### src/rtl/cit_pkg.sv
// Constants shared by the counter and interlock timing block.
// Assumes a single 100 MHz system clock and no software-visible registers.
package cit_pkg;
   // ----------------------------------------------------------------
   // Clock and time base
   // ----------------------------------------------------------------
   localparam int CLK_PERIOD_NS = 10;
   localparam int INCR_NS = 200;
   localparam int INCR_CYC = INCR_NS / CLK_PERIOD_NS;
   localparam int LEVEL_NS = 400;
   localparam int LEVEL_CYC = LEVEL_NS / CLK_PERIOD_NS;
   // ----------------------------------------------------------------
   // Counter shape
   // ----------------------------------------------------------------
   localparam int STEPS = 7;
   localparam int STEP_W = 3;
   localparam logic [STEP_W-1:0] FIRST_STEP = 3'h0;
   localparam logic [STEP_W-1:0] LAST_STEP = 3'h6;
   localparam logic [STEPS-1:0] LVL_NONE = 7'h00;
   localparam logic [STEPS-1:0] LVL_FIRST = 7'h01;
   // ----------------------------------------------------------------
   // Counter population and shared devices
   // ----------------------------------------------------------------
   localparam int NCNT = 3;
   localparam int DEV_W = 2;
   localparam logic [NCNT*DEV_W-1:0] DEV_MAP = 6'h10;
endpackage

### src/rtl/cit_cnt_if.sv
// Link between the interlock control and one cycle counter.
// Assumes both ends run on the same clock.
`timescale 1ns/100ps
interface cit_cnt_if;
   logic pulse;
   logic start;
   logic run;
   logic wrap;
   logic [cit_pkg::STEPS-1:0] lvl;
   modport ctr (input pulse, input start, output run, output wrap, output lvl);
   modport ctl (output pulse, output start, input run, input wrap, input lvl);
endinterface

### src/rtl/cit_counter.sv
// One cycle counter: steps 0 to 6 on clock pulses and decodes time levels.
// Assumes start is offered only on a pulse while idle or on the last step.
`timescale 1ns/100ps
module cit_counter (
   input wire logic clk,
   input wire logic sys_rst,
   cit_cnt_if.ctr bus
);
   typedef struct packed {
      logic run;
      logic [cit_pkg::STEP_W-1:0] st;
      logic [cit_pkg::STEPS-1:0] lvl;
   } cit_ctr_t;

   cit_ctr_t s;
   cit_ctr_t next_s;

   // ----------------------------------------------------------------
   // Counter register driver
   // ----------------------------------------------------------------
   always_comb begin
      next_s = s;
      if (bus.pulse) begin
         if (bus.start) begin
            next_s.run = 1'b1;
            next_s.st = cit_pkg::FIRST_STEP;
         end else if (s.run) begin
            if (s.st == cit_pkg::LAST_STEP) begin
               next_s.run = 1'b0;
               next_s.st = cit_pkg::FIRST_STEP;
            end else begin
               next_s.st = s.st + 3'h1;
            end
         end
      end
      next_s.lvl = next_s.run ? (cit_pkg::LVL_FIRST << next_s.st) : cit_pkg::LVL_NONE;
   end

   always_ff @(posedge clk or posedge sys_rst) begin
      if (sys_rst) begin
         s <= '0;
      end else begin
         s <= next_s;
      end
   end

   assign bus.run = s.run;
   assign bus.wrap = s.run & (s.st == cit_pkg::LAST_STEP);
   assign bus.lvl = s.lvl;
endmodule

### src/rtl/cit_timing.sv
// Central timing: clock pulses, cycle counters, interlocks, drivers, synchronizers.
// Assumes requests and control levels come from synchronous control logic.
`timescale 1ns/100ps
module cit_timing #(
   parameter int NCNT = cit_pkg::NCNT,
   parameter int INCR_PER_LEVEL = cit_pkg::LEVEL_CYC / cit_pkg::INCR_CYC,
   parameter logic [NCNT*cit_pkg::DEV_W-1:0] DEV_MAP = cit_pkg::DEV_MAP
) (
   input wire logic clk,
   input wire logic sys_rst,
   input wire logic [NCNT-1:0] req,
   input wire logic [NCNT-1:0] ev_async,
   input wire logic [NCNT*cit_pkg::STEPS-1:0] ctl_lvl,
   output logic clock_pulse,
   output logic [NCNT*cit_pkg::STEPS-1:0] time_lvl,
   output logic [NCNT*cit_pkg::STEPS-1:0] gated_pulse,
   output logic [NCNT-1:0] cnt_busy,
   output logic [NCNT-1:0] interlock,
   output logic [NCNT-1:0] sync_lvl
);
   localparam int NSTEP = cit_pkg::STEPS;
   localparam int PULSE_CYC = cit_pkg::INCR_CYC * INCR_PER_LEVEL;
   localparam int PW = $clog2(PULSE_CYC);
   localparam logic [PW-1:0] PRE_LAST = PW'(PULSE_CYC - 1);

   typedef struct packed {
      logic [PW-1:0] pre;
      logic tick;
      logic [NCNT-1:0] pend;
      logic [NCNT-1:0] s1;
      logic [NCNT-1:0] s2;
      logic [NCNT-1:0] s3;
      logic [NCNT-1:0] caught;
      logic [NCNT-1:0] slvl;
      logic [NCNT*NSTEP-1:0] gp;
   } cit_state_t;

   cit_state_t s;
   cit_state_t next_s;
   logic [NCNT-1:0] grant;
   logic [NCNT-1:0] run;
   logic [NCNT-1:0] wrap;
   logic [NCNT*NSTEP-1:0] tl;

   // ----------------------------------------------------------------
   // Cycle counters
   // ----------------------------------------------------------------
   genvar g;
   generate
      for (g = 0; g < NCNT; g++) begin : gen_cnt
         cit_cnt_if cif ();
         assign cif.pulse = s.tick;
         assign cif.start = grant[g];
         assign run[g] = cif.run;
         assign wrap[g] = cif.wrap;
         assign tl[g*NSTEP +: NSTEP] = cif.lvl;
         cit_counter u_cnt (
            .clk(clk),
            .sys_rst(sys_rst),
            .bus(cif.ctr)
         );
      end
   endgenerate

   // ----------------------------------------------------------------
   // Interlock start decision
   // ----------------------------------------------------------------
   // A counter on its last step counts as free, so a pending request
   // restarts it back to back without losing a pulse.
   always_comb begin
      logic ok;
      logic taken;
      ok = 1'b0;
      grant = '0;
      taken = 1'b0;
      for (int i = 0; i < NCNT; i++) begin
         ok = s.tick & s.pend[i] & ~(run[i] & ~wrap[i]);
         for (int j = 0; j < NCNT; j++) begin
            if (j != i && DEV_MAP[j*cit_pkg::DEV_W +: cit_pkg::DEV_W] == DEV_MAP[i*cit_pkg::DEV_W +: cit_pkg::DEV_W]
                && ((run[j] & ~wrap[j]) | grant[j])) begin
               ok = 1'b0;
            end
         end
         if (ok && !taken) begin
            grant[i] = 1'b1;
            taken = 1'b1;
         end
      end
   end

   // ----------------------------------------------------------------
   // Pulse source, interlocks, synchronizers, register drivers
   // ----------------------------------------------------------------
   always_comb begin
      next_s = s;
      next_s.tick = (s.pre == PRE_LAST);
      next_s.pre = (s.pre == PRE_LAST) ? '0 : s.pre + PW'(1);
      next_s.s1 = ev_async;
      next_s.s2 = s.s1;
      next_s.s3 = s.s2;
      // A new edge beats the clear at a pulse, so no event is lost.
      next_s.caught = (s.caught & ~{NCNT{s.tick}}) | (s.s2 & ~s.s3);
      // Level changes only at a pulse.
      if (s.tick) begin
         next_s.slvl = s.caught;
      end
      next_s.pend = (s.pend & ~grant) | req | (s.slvl & {NCNT{s.tick}});
      // Control and time levels with pulse.
      // Control level ANDed with time level.
      next_s.gp = ctl_lvl & tl & {NCNT*NSTEP{s.tick}};
   end

   always_ff @(posedge clk or posedge sys_rst) begin
      if (sys_rst) begin
         s <= '0;
      end else begin
         s <= next_s;
      end
   end

   assign gated_pulse = s.gp;
   assign time_lvl = tl;
   assign cnt_busy = run;
   assign interlock = s.pend;
   assign sync_lvl = s.slvl;
   assign clock_pulse = s.tick;

   logic [PW-1:0] gap;
   always_ff @(posedge clk or posedge sys_rst) begin
      if (sys_rst) begin
         // Starting one below zero lines the first gap up with later ones.
         gap <= '1;
      end else begin
         gap <= s.tick ? '0 : gap + PW'(1);
      end
   end

   generate
      for (g = 0; g < NCNT; g++) begin : gen_chk

      end
   endgenerate
endmodule

### config.mk
export PLATFORM = sky130hd
export DESIGN_NAME = cit_timing
export DESIGN_NICKNAME = d
export VERILOG_FILES = /design/src/rtl/cit_pkg.sv /design/src/rtl/cit_cnt_if.sv /design/src/rtl/cit_counter.sv /design/src/rtl/cit_timing.sv
export SDC_FILE = /design/constraint.sdc
export NUM_CORES = 1
export LEC_CHECK = 0
export ABC_AREA = 1
export BUFFER_PORTS_ARGS = -buffer_cell sky130_fd_sc_hd__buf_2
export CAP_MARGIN = 10
export CORE_MARGIN = 4
export CORE_UTILIZATION = 57
export DETAILED_ROUTE_END_ITERATION = 10
export HOLD_SLACK_MARGIN = 0.03
export PLACE_DENSITY_LB_ADDON = 0.1
export SKIP_CTS_REPAIR_TIMING = 1
export SLEW_MARGIN = 10
export SYNTH_ARGS = -nofsm -noshare
export SYNTH_HDL_FRONTEND = slang
export SYNTH_SLANG_ARGS = --single-unit
export TNS_END_PERCENT = 10
### constraint.sdc
create_clock -name clk -period 5.1 [get_ports clk]
set_input_delay 0.51 -clock clk [delete_from_list [all_inputs] [get_ports clk]]
set_output_delay 0.51 -clock clk [all_outputs]
set_load 0.02 [all_outputs]
==> results of run 1 <==
## cells by family after synthesis
logic type / after synthesis / share of synthesized area
compound gates: 31 / 0.0558
xor+xnor: 4 / 0.0101
fa+ha+maj: 1 / 0.00360
buf+inv: 87 / 0.157
flops: 79 / 0.569
simple gates: 154 / 0.205
## area by class of cell
| class | instances | area share |
|---|---|---|
| Multi-Input combinational cell | 190 | 0.253 |
| Timing Repair Buffer | 81 | 0.108 |
| Tap cell | 75 | 0.0249 |
| Clock buffer | 13 | 0.0421 |
| Clock inverter | 3 | 0.0173 |
| Inverter | 30 | 0.0302 |
| Sequential cell | 79 | 0.524 |
## metal layers
layer,routed length (microns),vias up
li1,-,1123
met1,2600,1029
met2,2600,65
met3,451,12
met4,126,0
met5,0,-
## state kept, by name, indices dropped and copies added (netlist names)
name	flops
next_s	6
gen_cnt.u_cnt.s	9
interlock	3
sync_lvl	3
clock_pulse	1
gated_pulse	21
gen_cnt.u_cnt.bus.run	3
gen_cnt.u_cnt.bus.lvl	21
s	12
## power breakdown
part           internal, uW  leakage [uW]  total [uW]  switching (uW)
Sequential              631       0.00102         633            1.78
Clock                   302      0.000114         508             206
Combinational          8.63      0.000843        23.6            15.0
## stage by stage
| stage | utilization | instance area [sq um] | hold slack [ps] |
|---|---|---|---|
| floorplan | - | 3480 | 331 |
| global placement | 0.599 | 3550 | 332 |
| detailed placement | 0.599 | 3550 | 336 |
| CTS | 0.637 | 3770 | 249 |
| global route | 0.637 | 3770 | 252 |
| finish | 0.637 | 3770 | 265 |
## cells in the final DEF (no fill, tap or decap), types with 2 or more instances in the layout
master     instances
nand2_4            4
bufinv_16          2
nand3_1           14
clkinv_2           2
nand2_1           68
a21oi_2            4
clkbuf_8          11
nand3_2            3
clkbuf_1           2
buf_2             80
dfrtp_1           79
xor2_1             3
inv_2              6
nor2_1            52
nand2_2            8
o21ai_0           13
a21oi_1            9
nand3_4            2
o22ai_1            2
inv_1             23
## final timing paths
path | startpoint | endpoint | slack [ps] | cells after the start
max reg2reg | clock_pulse$_DFF_PP0_ | gen_cnt[1].u_cnt.bus.lvl[5]$_DFF_PP0_ | 3090 | 5
min reg2reg | next_s[30]$_DFF_PP0_ | next_s[27]$_DFF_PP0_ | 350 | 0
max | clock_pulse$_DFF_PP0_ | gen_cnt[1].u_cnt.bus.lvl[5]$_DFF_PP0_ | 3090 | 5
min | ev_async[2] | next_s[32]$_DFF_PP0_ | 270 | 1
min in group asynchronous | sys_rst | gen_cnt[0].u_cnt.bus.lvl[2]$_DFF_PP0_ | 440 | 3
max in group asynchronous | sys_rst | gen_cnt[0].u_cnt.s[9]$_DFF_PP0_ | 4040 | 3
## critical path, stage by stage (launching register included)
cell and delay, ps:
dfrtp_1 790, inv_2 450, o21ai_0 320, nand2_1 120, nand3_1 140, nor2_1 60
==> flow_metrics.env, run 1 <==
export IMPL_regArea_sq_um=1980
export IMPL_p_leak_uw=0.00197
export IMPL_period_minus_slack_ps=2010
export IMPL_wirelength_microns=5780
export IMPL_area_delta_synth_final_pct=8.50
export IMPL_power_density_nw_per_um2=309
export IMPL_htree_levels=3
export IMPL_grt_setup_unrepaired="false"
export IMPL_hold_path_class="input port to register"
export IMPL_routed_via_density=4.73
export IMPL_clock_sinks=79
export IMPL_global_route_usage_met3=0.0605
export IMPL_cp_end_kind="register"
export IMPL_drc=0
export IMPL_gp_congestion=0.793
export IMPL_grt_pass1_wl_microns=9710
export IMPL_place_ws_ps=3110
export IMPL_crit_fanout=35
export IMPL_synthesis_area_sq_um=3480
export IMPL_antenna_found_initial=0
export IMPL_synthArstFlopShare=1.00
export IMPL_clock_latency_ps=350
export IMPL_initialDrtViolationCount=68
export IMPL_multiInputGateArea_sq_um=955
export IMPL_grt_busiest_layer="met2"
export IMPL_grt_pass1_vias=2198
export IMPL_slew_violations=0
export IMPL_yosys_top_cells_count="dfrtp_1, nand2_1, nor2_1"
export IMPL_start_util=0.587
export IMPL_crit_arrival_ps=2230
export IMPL_cts_root_buffer="clkbuf_8"
export IMPL_max_freq_mhz=499
export IMPL_fill_cells=499
export IMPL_tightest_slew_ps=940
export IMPL_synth_ff_type="dfrtp_1"
export IMPL_place_inst=455
export IMPL_syn_nets=386
export IMPL_outcome="finished clean"
export IMPL_fin_cells=471
export IMPL_track_usage=0.169
export IMPL_timing_final_ws_setup_ps=3090
export IMPL_yosysTopAreaCell="dfrtp_1"
export IMPL_p_total_uw=1160
export IMPL_grt_use_met2=0.267
export IMPL_synth_edff_count=0
export IMPL_ir_worst_vdd_mv=0.193
export IMPL_drive_gt1_frac=0.321
export IMPL_ioPinCount=81
export IMPL_synth_top_area_frac=0.569
export IMPL_final_setup_tns_ps=0
export IMPL_die_area_sq_um=7410
export IMPL_cts_max_path_buffers=2
export IMPL_worstSetupStartpointType="register"
export IMPL_synth_area_leaders="dfrtp_1, buf_4, nand2_1"
export IMPL_num_rows=28
export IMPL_die_h_microns=86.1
export IMPL_hold_viol=0
export IMPL_grt_met1_usage=0.210
export IMPL_yosysSeqAreaShare=0.569
export IMPL_ys_ff_latch=79
export IMPL_diodes=0
export IMPL_grt_start_max_net_pins=80
export IMPL_relSlewSlack=0.374
export IMPL_synth_distinct_cells=26
export IMPL_overflow=0
export IMPL_maxCapViolations=0
export IMPL_dr_pass1_iters=4
export IMPL_avgSynthCellArea_sq_um=9.76
export IMPL_postRouteAntennaNets=0
export IMPL_path_class="register to register"
export IMPL_required_ps=5330
export IMPL_port_buffers=80
export IMPL_core_sq_um=5920
export IMPL_cts_tree="built"
export IMPL_nets=421
export IMPL_synth_most_common_cell="dfrtp_1"
export IMPL_period_share=0.393
export IMPL_avgRoutedWirePerCell_microns=12.3
export IMPL_path_clk_slew_ps=70
export IMPL_synth_cells=356
export IMPL_dp_hpwl_microns=4120
export IMPL_finalClockSkew_ps=11.5
export IMPL_die_x_microns=86.1
export IMPL_report_final_setup_viol=0
export IMPL_vias=2229
export IMPL_cts_buffers=9
export IMPL_yosysWarnings=0
Note: power is estimated with default switching activity, not from simulation.
==> run 2: changes to the inputs <==
Settings changed: ABC_AREA 1 to 0, CORE_UTILIZATION 57 to 48.
Clock period 5.1 ns to 1.8 ns, I/O delays scaled along.
==> run 2 against run 1 <==
  * Combinational power rose to 3.3 times the previous value
  * Clock skew is 2.0 ps lower
  * Wire length up 1.2%
  * Design area increased by 3.6%
  * Flip-flop and latch count stayed put
  * Sequential share of layout area fell by 1.8 points
==> flow_metrics.env, run 2 <==
export IMPL_outcome="finished clean"
export IMPL_start_util=0.503
export IMPL_max_freq_mhz=633
export IMPL_cp_end_kind="register"
export IMPL_path_clk_slew_ps=80
export IMPL_maxCapViolations=0
export IMPL_fill_cells=635
export IMPL_hold_end="interlock[1]$_DFF_PP0_"
export IMPL_p_total_uw=3370
export IMPL_worstSetupStartpointType="register"
export IMPL_nets=384
export IMPL_grt_pass1_vias=2176
export IMPL_tightest_slew_ps=414
export IMPL_slew_violations=0
export IMPL_dr_pass1_iters=4
export IMPL_grt_setup_unrepaired="false"
export IMPL_crit_arrival_ps=1790
export IMPL_synth_distinct_cells=42
export IMPL_core_sq_um=6910
export IMPL_synth_top_area_frac=0.569
export IMPL_synth_cells=317
export IMPL_report_final_setup_viol=0
export IMPL_r2r_slack_ps=220
export IMPL_initialDrtViolationCount=113
export IMPL_hold_depth=2
export IMPL_yosys_top_cells_count="dfrtp_1, buf_4, and3_1"
export IMPL_power_density_nw_per_um2=862
export IMPL_dp_hpwl_microns=3840
export IMPL_final_setup_tns_ps=0
export IMPL_period_minus_slack_ps=1580
export IMPL_r2r_start="gen_cnt[0].u_cnt.s[8]$_DFF_PP0_"
export IMPL_hold_path_class="input port to register"
export IMPL_ioPinCount=81
export IMPL_path_class="register to register"
export IMPL_diodes=0
export IMPL_synth_ff_type="dfrtp_1"
export IMPL_die_area_sq_um=8660
export IMPL_postRouteAntennaNets=0
export IMPL_ys_ff_latch=79
export IMPL_final_common_cell="buf_2"
export IMPL_r2r_end="gen_cnt[2].u_cnt.s[7]$_DFF_PP0_"
export IMPL_die_x_microns=93.1
export IMPL_port_buffers=80
export IMPL_avgRoutedWirePerCell_microns=12.9
export IMPL_utilization=0.566
export IMPL_synth_most_common_cell="dfrtp_1"
export IMPL_cts_root_buffer="clkbuf_8"
export IMPL_syn_nets=347
export IMPL_finalClockSkew_ps=9.53
export IMPL_clock_sinks=79
export IMPL_ir_worst_vdd_mv=0.608
export IMPL_antenna_found_initial=0
export IMPL_die_h_microns=93.1
export IMPL_drive_gt1_frac=0.324
export IMPL_htree_levels=3
export IMPL_hold_viol=0
export IMPL_overflow=0
export IMPL_min_from="req[1]"
export IMPL_cts_buffers=9
export IMPL_synthArstFlopShare=1.00
export IMPL_multiInputGateArea_sq_um=988
export IMPL_yosysSeqAreaShare=0.569
export IMPL_routed_via_density=4.91
export IMPL_cts_tree="built"
export IMPL_period_share=0.878
export IMPL_synthesis_area_sq_um=3470
export IMPL_num_rows=30
export IMPL_avgSynthCellArea_sq_um=11.0
export IMPL_yosysTopAreaCell="dfrtp_1"
export IMPL_track_usage=0.143
export IMPL_crit_fanout=10
export IMPL_synth_edff_count=0
export IMPL_grt_start_max_net_pins=80
export IMPL_required_ps=2010
export IMPL_cts_max_path_buffers=2
export IMPL_gp_congestion=0.777
export IMPL_drc=0
export IMPL_layout_common_cells="buf_2, dfrtp_1, and3_1"
export IMPL_relSlewSlack=0.724
export IMPL_vias=2229
export IMPL_synth_area_leaders="dfrtp_1, buf_4, and3_1"
export IMPL_regArea_sq_um=1980
export IMPL_grt_pass1_wl_microns=9860
export IMPL_p_leak_uw=0.00208
export IMPL_clock_latency_ps=330
export IMPL_r2r_cells=4
export IMPL_area_delta_synth_final_pct=12.4
export IMPL_yosysWarnings=0
export IMPL_wirelength_microns=5850
run 2: changes by cell type after synthesis, moves of 12 or more:
cell / previous run / this run
inv_1: 24 / 9
clkbuf_1: 0 / 12
nand2_1: 68 / 18
nor2_1: 52 / 21
and3_1: 0 / 23
run 2: how the worst max path moves through the flow:
stage	start	endpoint	slack, ps	cells after the start
after floorplan	clock_pulse$_DFF_PP0_	gen_cnt[2].u_cnt.s[7]$_DFF_PP0_	280	4
after global placement	gen_cnt[0].u_cnt.s[8]$_DFF_PP0_	gen_cnt[2].u_cnt.s[7]$_DFF_PP0_	260	4
after detailed placement	gen_cnt[0].u_cnt.s[8]$_DFF_PP0_	gen_cnt[2].u_cnt.s[7]$_DFF_PP0_	250	4
after CTS	gen_cnt[0].u_cnt.s[8]$_DFF_PP0_	gen_cnt[2].u_cnt.s[7]$_DFF_PP0_	230	4
after global routing	gen_cnt[0].u_cnt.s[7]$_DFF_PP0_	gen_cnt[2].u_cnt.s[7]$_DFF_PP0_	130	3
final	gen_cnt[0].u_cnt.s[8]$_DFF_PP0_	gen_cnt[2].u_cnt.s[7]$_DFF_PP0_	220	4
run 2: stage by stage:
stage / hold WS (ps) / instances / area (sq um) / worst slack [ps]
6_report: 43.2 / 454 / 3910 / 220
5_1_grt: 31.2 / 454 / 3910 / 127
4_1_cts: -77.2 / 450 / 3870 / 225
3_5_place_dp: 290 / 435 / 3640 / 246
3_3_place_gp: 289 / 435 / 3640 / 263
2_1_floorplan: 211 / 317 / 3480 / 277
run 2: where the power goes:
group	switching, uW	internal, uW
sequential	4.69	1790
clock	586	913
combinational	43.3	33.9
total	634	2730
run 2: cells by family after synthesis:
group,share of synthesized area
adder cells (fa/ha/maj),0.00360
multiplexers,0.0184
AND/OR/NAND/NOR,0.167
buffers and inverters,0.147
AO/OA/AOI/OAI,0.0803
flip-flops,0.569
XOR/XNOR,0.0151
run 2: worst max-delay path: stages, from the launching register on:
cell and delay [ps]:
dfrtp_1 480, nand2_2 130, o21ai_2 70, a221o_1 400, a311o_1 380
run 2: routing by layer:
| metal | up-vias | track usage | part of all wire |
|---|---|---|---|
| li1 | 1098 | - | - |
| met1 | 1068 | 0.183 | 0.45 |
| met2 | 57 | 0.220 | 0.46 |
| met3 | 6 | 0.0451 | 0.073 |
| met4 | 0 | 0.0696 | 0.012 |
| met5 | - | 0 | 0 |
run 2: area by class of cell:
type,instances,share of cell area
multi-input cells,159,0.253
well taps,96,0.0307
clock buffers,11,0.0336
clock inverters,4,0.0243
flip-flops and latches,79,0.506
repair buffers,96,0.142
inverters,9,0.00961
==> run 3: changes to the inputs <==
Settings changed: RECOVER_POWER set to 50, REMOVE_ABC_BUFFERS set to 1.
==> run 3 against run 2 <==
  * Register-to-register slack about the same
  * Combinational power about the same
  * Worst setup slack better by 5.4 ps
  * Critical endpoint unchanged
==> flow_metrics.env, run 3 (synthesis results as in run 2) <==
export IMPL_final_common_cell="dfrtp_1"
export IMPL_cts_root_buffer="clkbuf_8"
export IMPL_ir_worst_vdd_mv=0.489
export IMPL_period_minus_slack_ps=1570
export IMPL_r2r_cells=4
export IMPL_gp_congestion=0.800
export IMPL_critPathLaunch="gen_cnt[0].u_cnt.s[8]$_DFF_PP0_"
export IMPL_crit_fanout=10
export IMPL_combPwrFrac=0.022
export IMPL_hold_viol=0
export IMPL_switching_share=0.188
export IMPL_htree_levels=3
export IMPL_path_class="register to register"
export IMPL_initialDrtViolationCount=87
export IMPL_switchingPower_uw=649
export IMPL_cts_max_path_buffers=2
export IMPL_slowest_delay_ps=480
export IMPL_clock_sinks=79
export IMPL_p_leak_uw=0.00194
export IMPL_path_cells="nand2_2 -> o21ai_2 -> a221o_1 -> a311o_1"
export IMPL_period_share=0.875
export IMPL_p_clk_frac=0.460
export IMPL_vias=2244
export IMPL_layout_common_cells="dfrtp_1, buf_2, clkbuf_1"
export IMPL_p_int_uw=2810
export IMPL_routed_via_density=4.91
export IMPL_tightest_slew_ps=495
export IMPL_r2r_slack_ps=230
export IMPL_max_freq_mhz=635
export IMPL_worstSetupStartpointType="register"
export IMPL_hold_path_class="input port to register"
export IMPL_r2r_start="gen_cnt[0].u_cnt.s[8]$_DFF_PP0_"
export IMPL_antenna_found_initial=0
export IMPL_num_rows=30
export IMPL_maxCapViolations=0
export IMPL_postRouteAntennaNets=0
export IMPL_crit_arrival_ps=1800
export IMPL_clock_latency_ps=340
export IMPL_drive_gt1_frac=0.224
export IMPL_relSlewSlack=0.670
export IMPL_cts_tree="built"
export IMPL_overflow=0
export IMPL_diodes=0
export IMPL_path_clk_slew_ps=80
export IMPL_nets=387
export IMPL_hold_end="interlock[1]$_DFF_PP0_"
export IMPL_final_setup_tns_ps=0
export IMPL_cp_end_kind="register"
export IMPL_wirelength_microns=6200
export IMPL_utilization=0.563
export IMPL_hold_depth=2
export IMPL_finalClockSkew_ps=9.52
export IMPL_core_sq_um=6910
export IMPL_dr_pass1_iters=4
export IMPL_die_h_microns=93.1
export IMPL_report_final_setup_viol=0
export IMPL_outcome="finished clean"
export IMPL_port_buffers=80
export IMPL_grt_setup_unrepaired="false"
export IMPL_grt_start_max_net_pins=51
export IMPL_track_usage=0.150
export IMPL_avgRoutedWirePerCell_microns=13.6
export IMPL_power_density_nw_per_um2=890
export IMPL_r2r_end="gen_cnt[2].u_cnt.s[7]$_DFF_PP0_"
export IMPL_required_ps=2030
export IMPL_cts_buffers=9
export IMPL_drc=0
export IMPL_slew_violations=0
export IMPL_die_x_microns=93.1
export IMPL_area_delta_synth_final_pct=11.9
export IMPL_grt_pass1_wl_microns=10200
export IMPL_pwr_share_seq=0.518
export IMPL_start_util=0.503
export IMPL_grt_pass1_vias=2108
export IMPL_die_area_sq_um=8660
export IMPL_ioPinCount=81
export IMPL_min_from="req[1]"
export IMPL_crit_slowest_cell="dfrtp_1"
export IMPL_dp_hpwl_microns=4240
-- run 3: layout make-up --
class / instances / area (sq um)
Clock buffer: 12 / 155
Fill cell: 687 / 3020
Sequential cell: 79 / 1980
Clock inverter: 3 / 90.1
Timing Repair Buffer: 99 / 520
Multi-Input combinational cell: 159 / 988
Inverter: 9 / 35.0
Tap cell: 96 / 120
-- run 3: routing by layer --
metal / global-route usage / wire [microns] / vias up
met1: 0.197 / 2890 / 1081
li1: - / - / 1105
met4: 0.0733 / 119 / 0
met5: 0 / 0 / -
met2: 0.229 / 2840 / 48
met3: 0.0394 / 343 / 10
-- run 3: per-stage QoR --
step,hold WS [ps],cell area (sq um),cells,worst slack (ps),total power (uW)
after global placement,235,3650,437,259,1900
after global routing,45.8,3890,457,129,3600
after CTS,-144,3900,452,220,3500
final,55.0,3890,457,225,3460
after floorplan,211,3000,247,-509,1860
after detailed placement,235,3650,437,232,1900
-- run 3: how the worst max path moves through the flow --
stage,endpoint,slack (ps),cells after the start
after floorplan,gen_cnt[2].u_cnt.s[7]$_DFF_PP0_,-510,3
after global placement,gen_cnt[2].u_cnt.s[7]$_DFF_PP0_,260,4
after detailed placement,gen_cnt[2].u_cnt.s[7]$_DFF_PP0_,230,4
after CTS,gen_cnt[2].u_cnt.s[7]$_DFF_PP0_,220,4
after global routing,gen_cnt[2].u_cnt.s[7]$_DFF_PP0_,130,4
final,gen_cnt[2].u_cnt.s[7]$_DFF_PP0_,230,4
-- run 3: worst max-delay path: cells and delay by family, from the launching register on --
family	cells	cell delay (ps)
flip-flops	1	480
AO/OA/AOI/OAI	3	860
AND/OR/NAND/NOR	1	120
-- run 3: power groups by stage --
stage | logic, uW | registers, uW | clock network [uW]
finish | 77.4 | 1790 | 1590
global route | 92.4 | 1790 | 1720
CTS | 77.6 | 1790 | 1630
detailed placement | 77.3 | 1830 | 0
global placement | 75.6 | 1830 | 0
floorplan | 30.1 | 1830 | 0
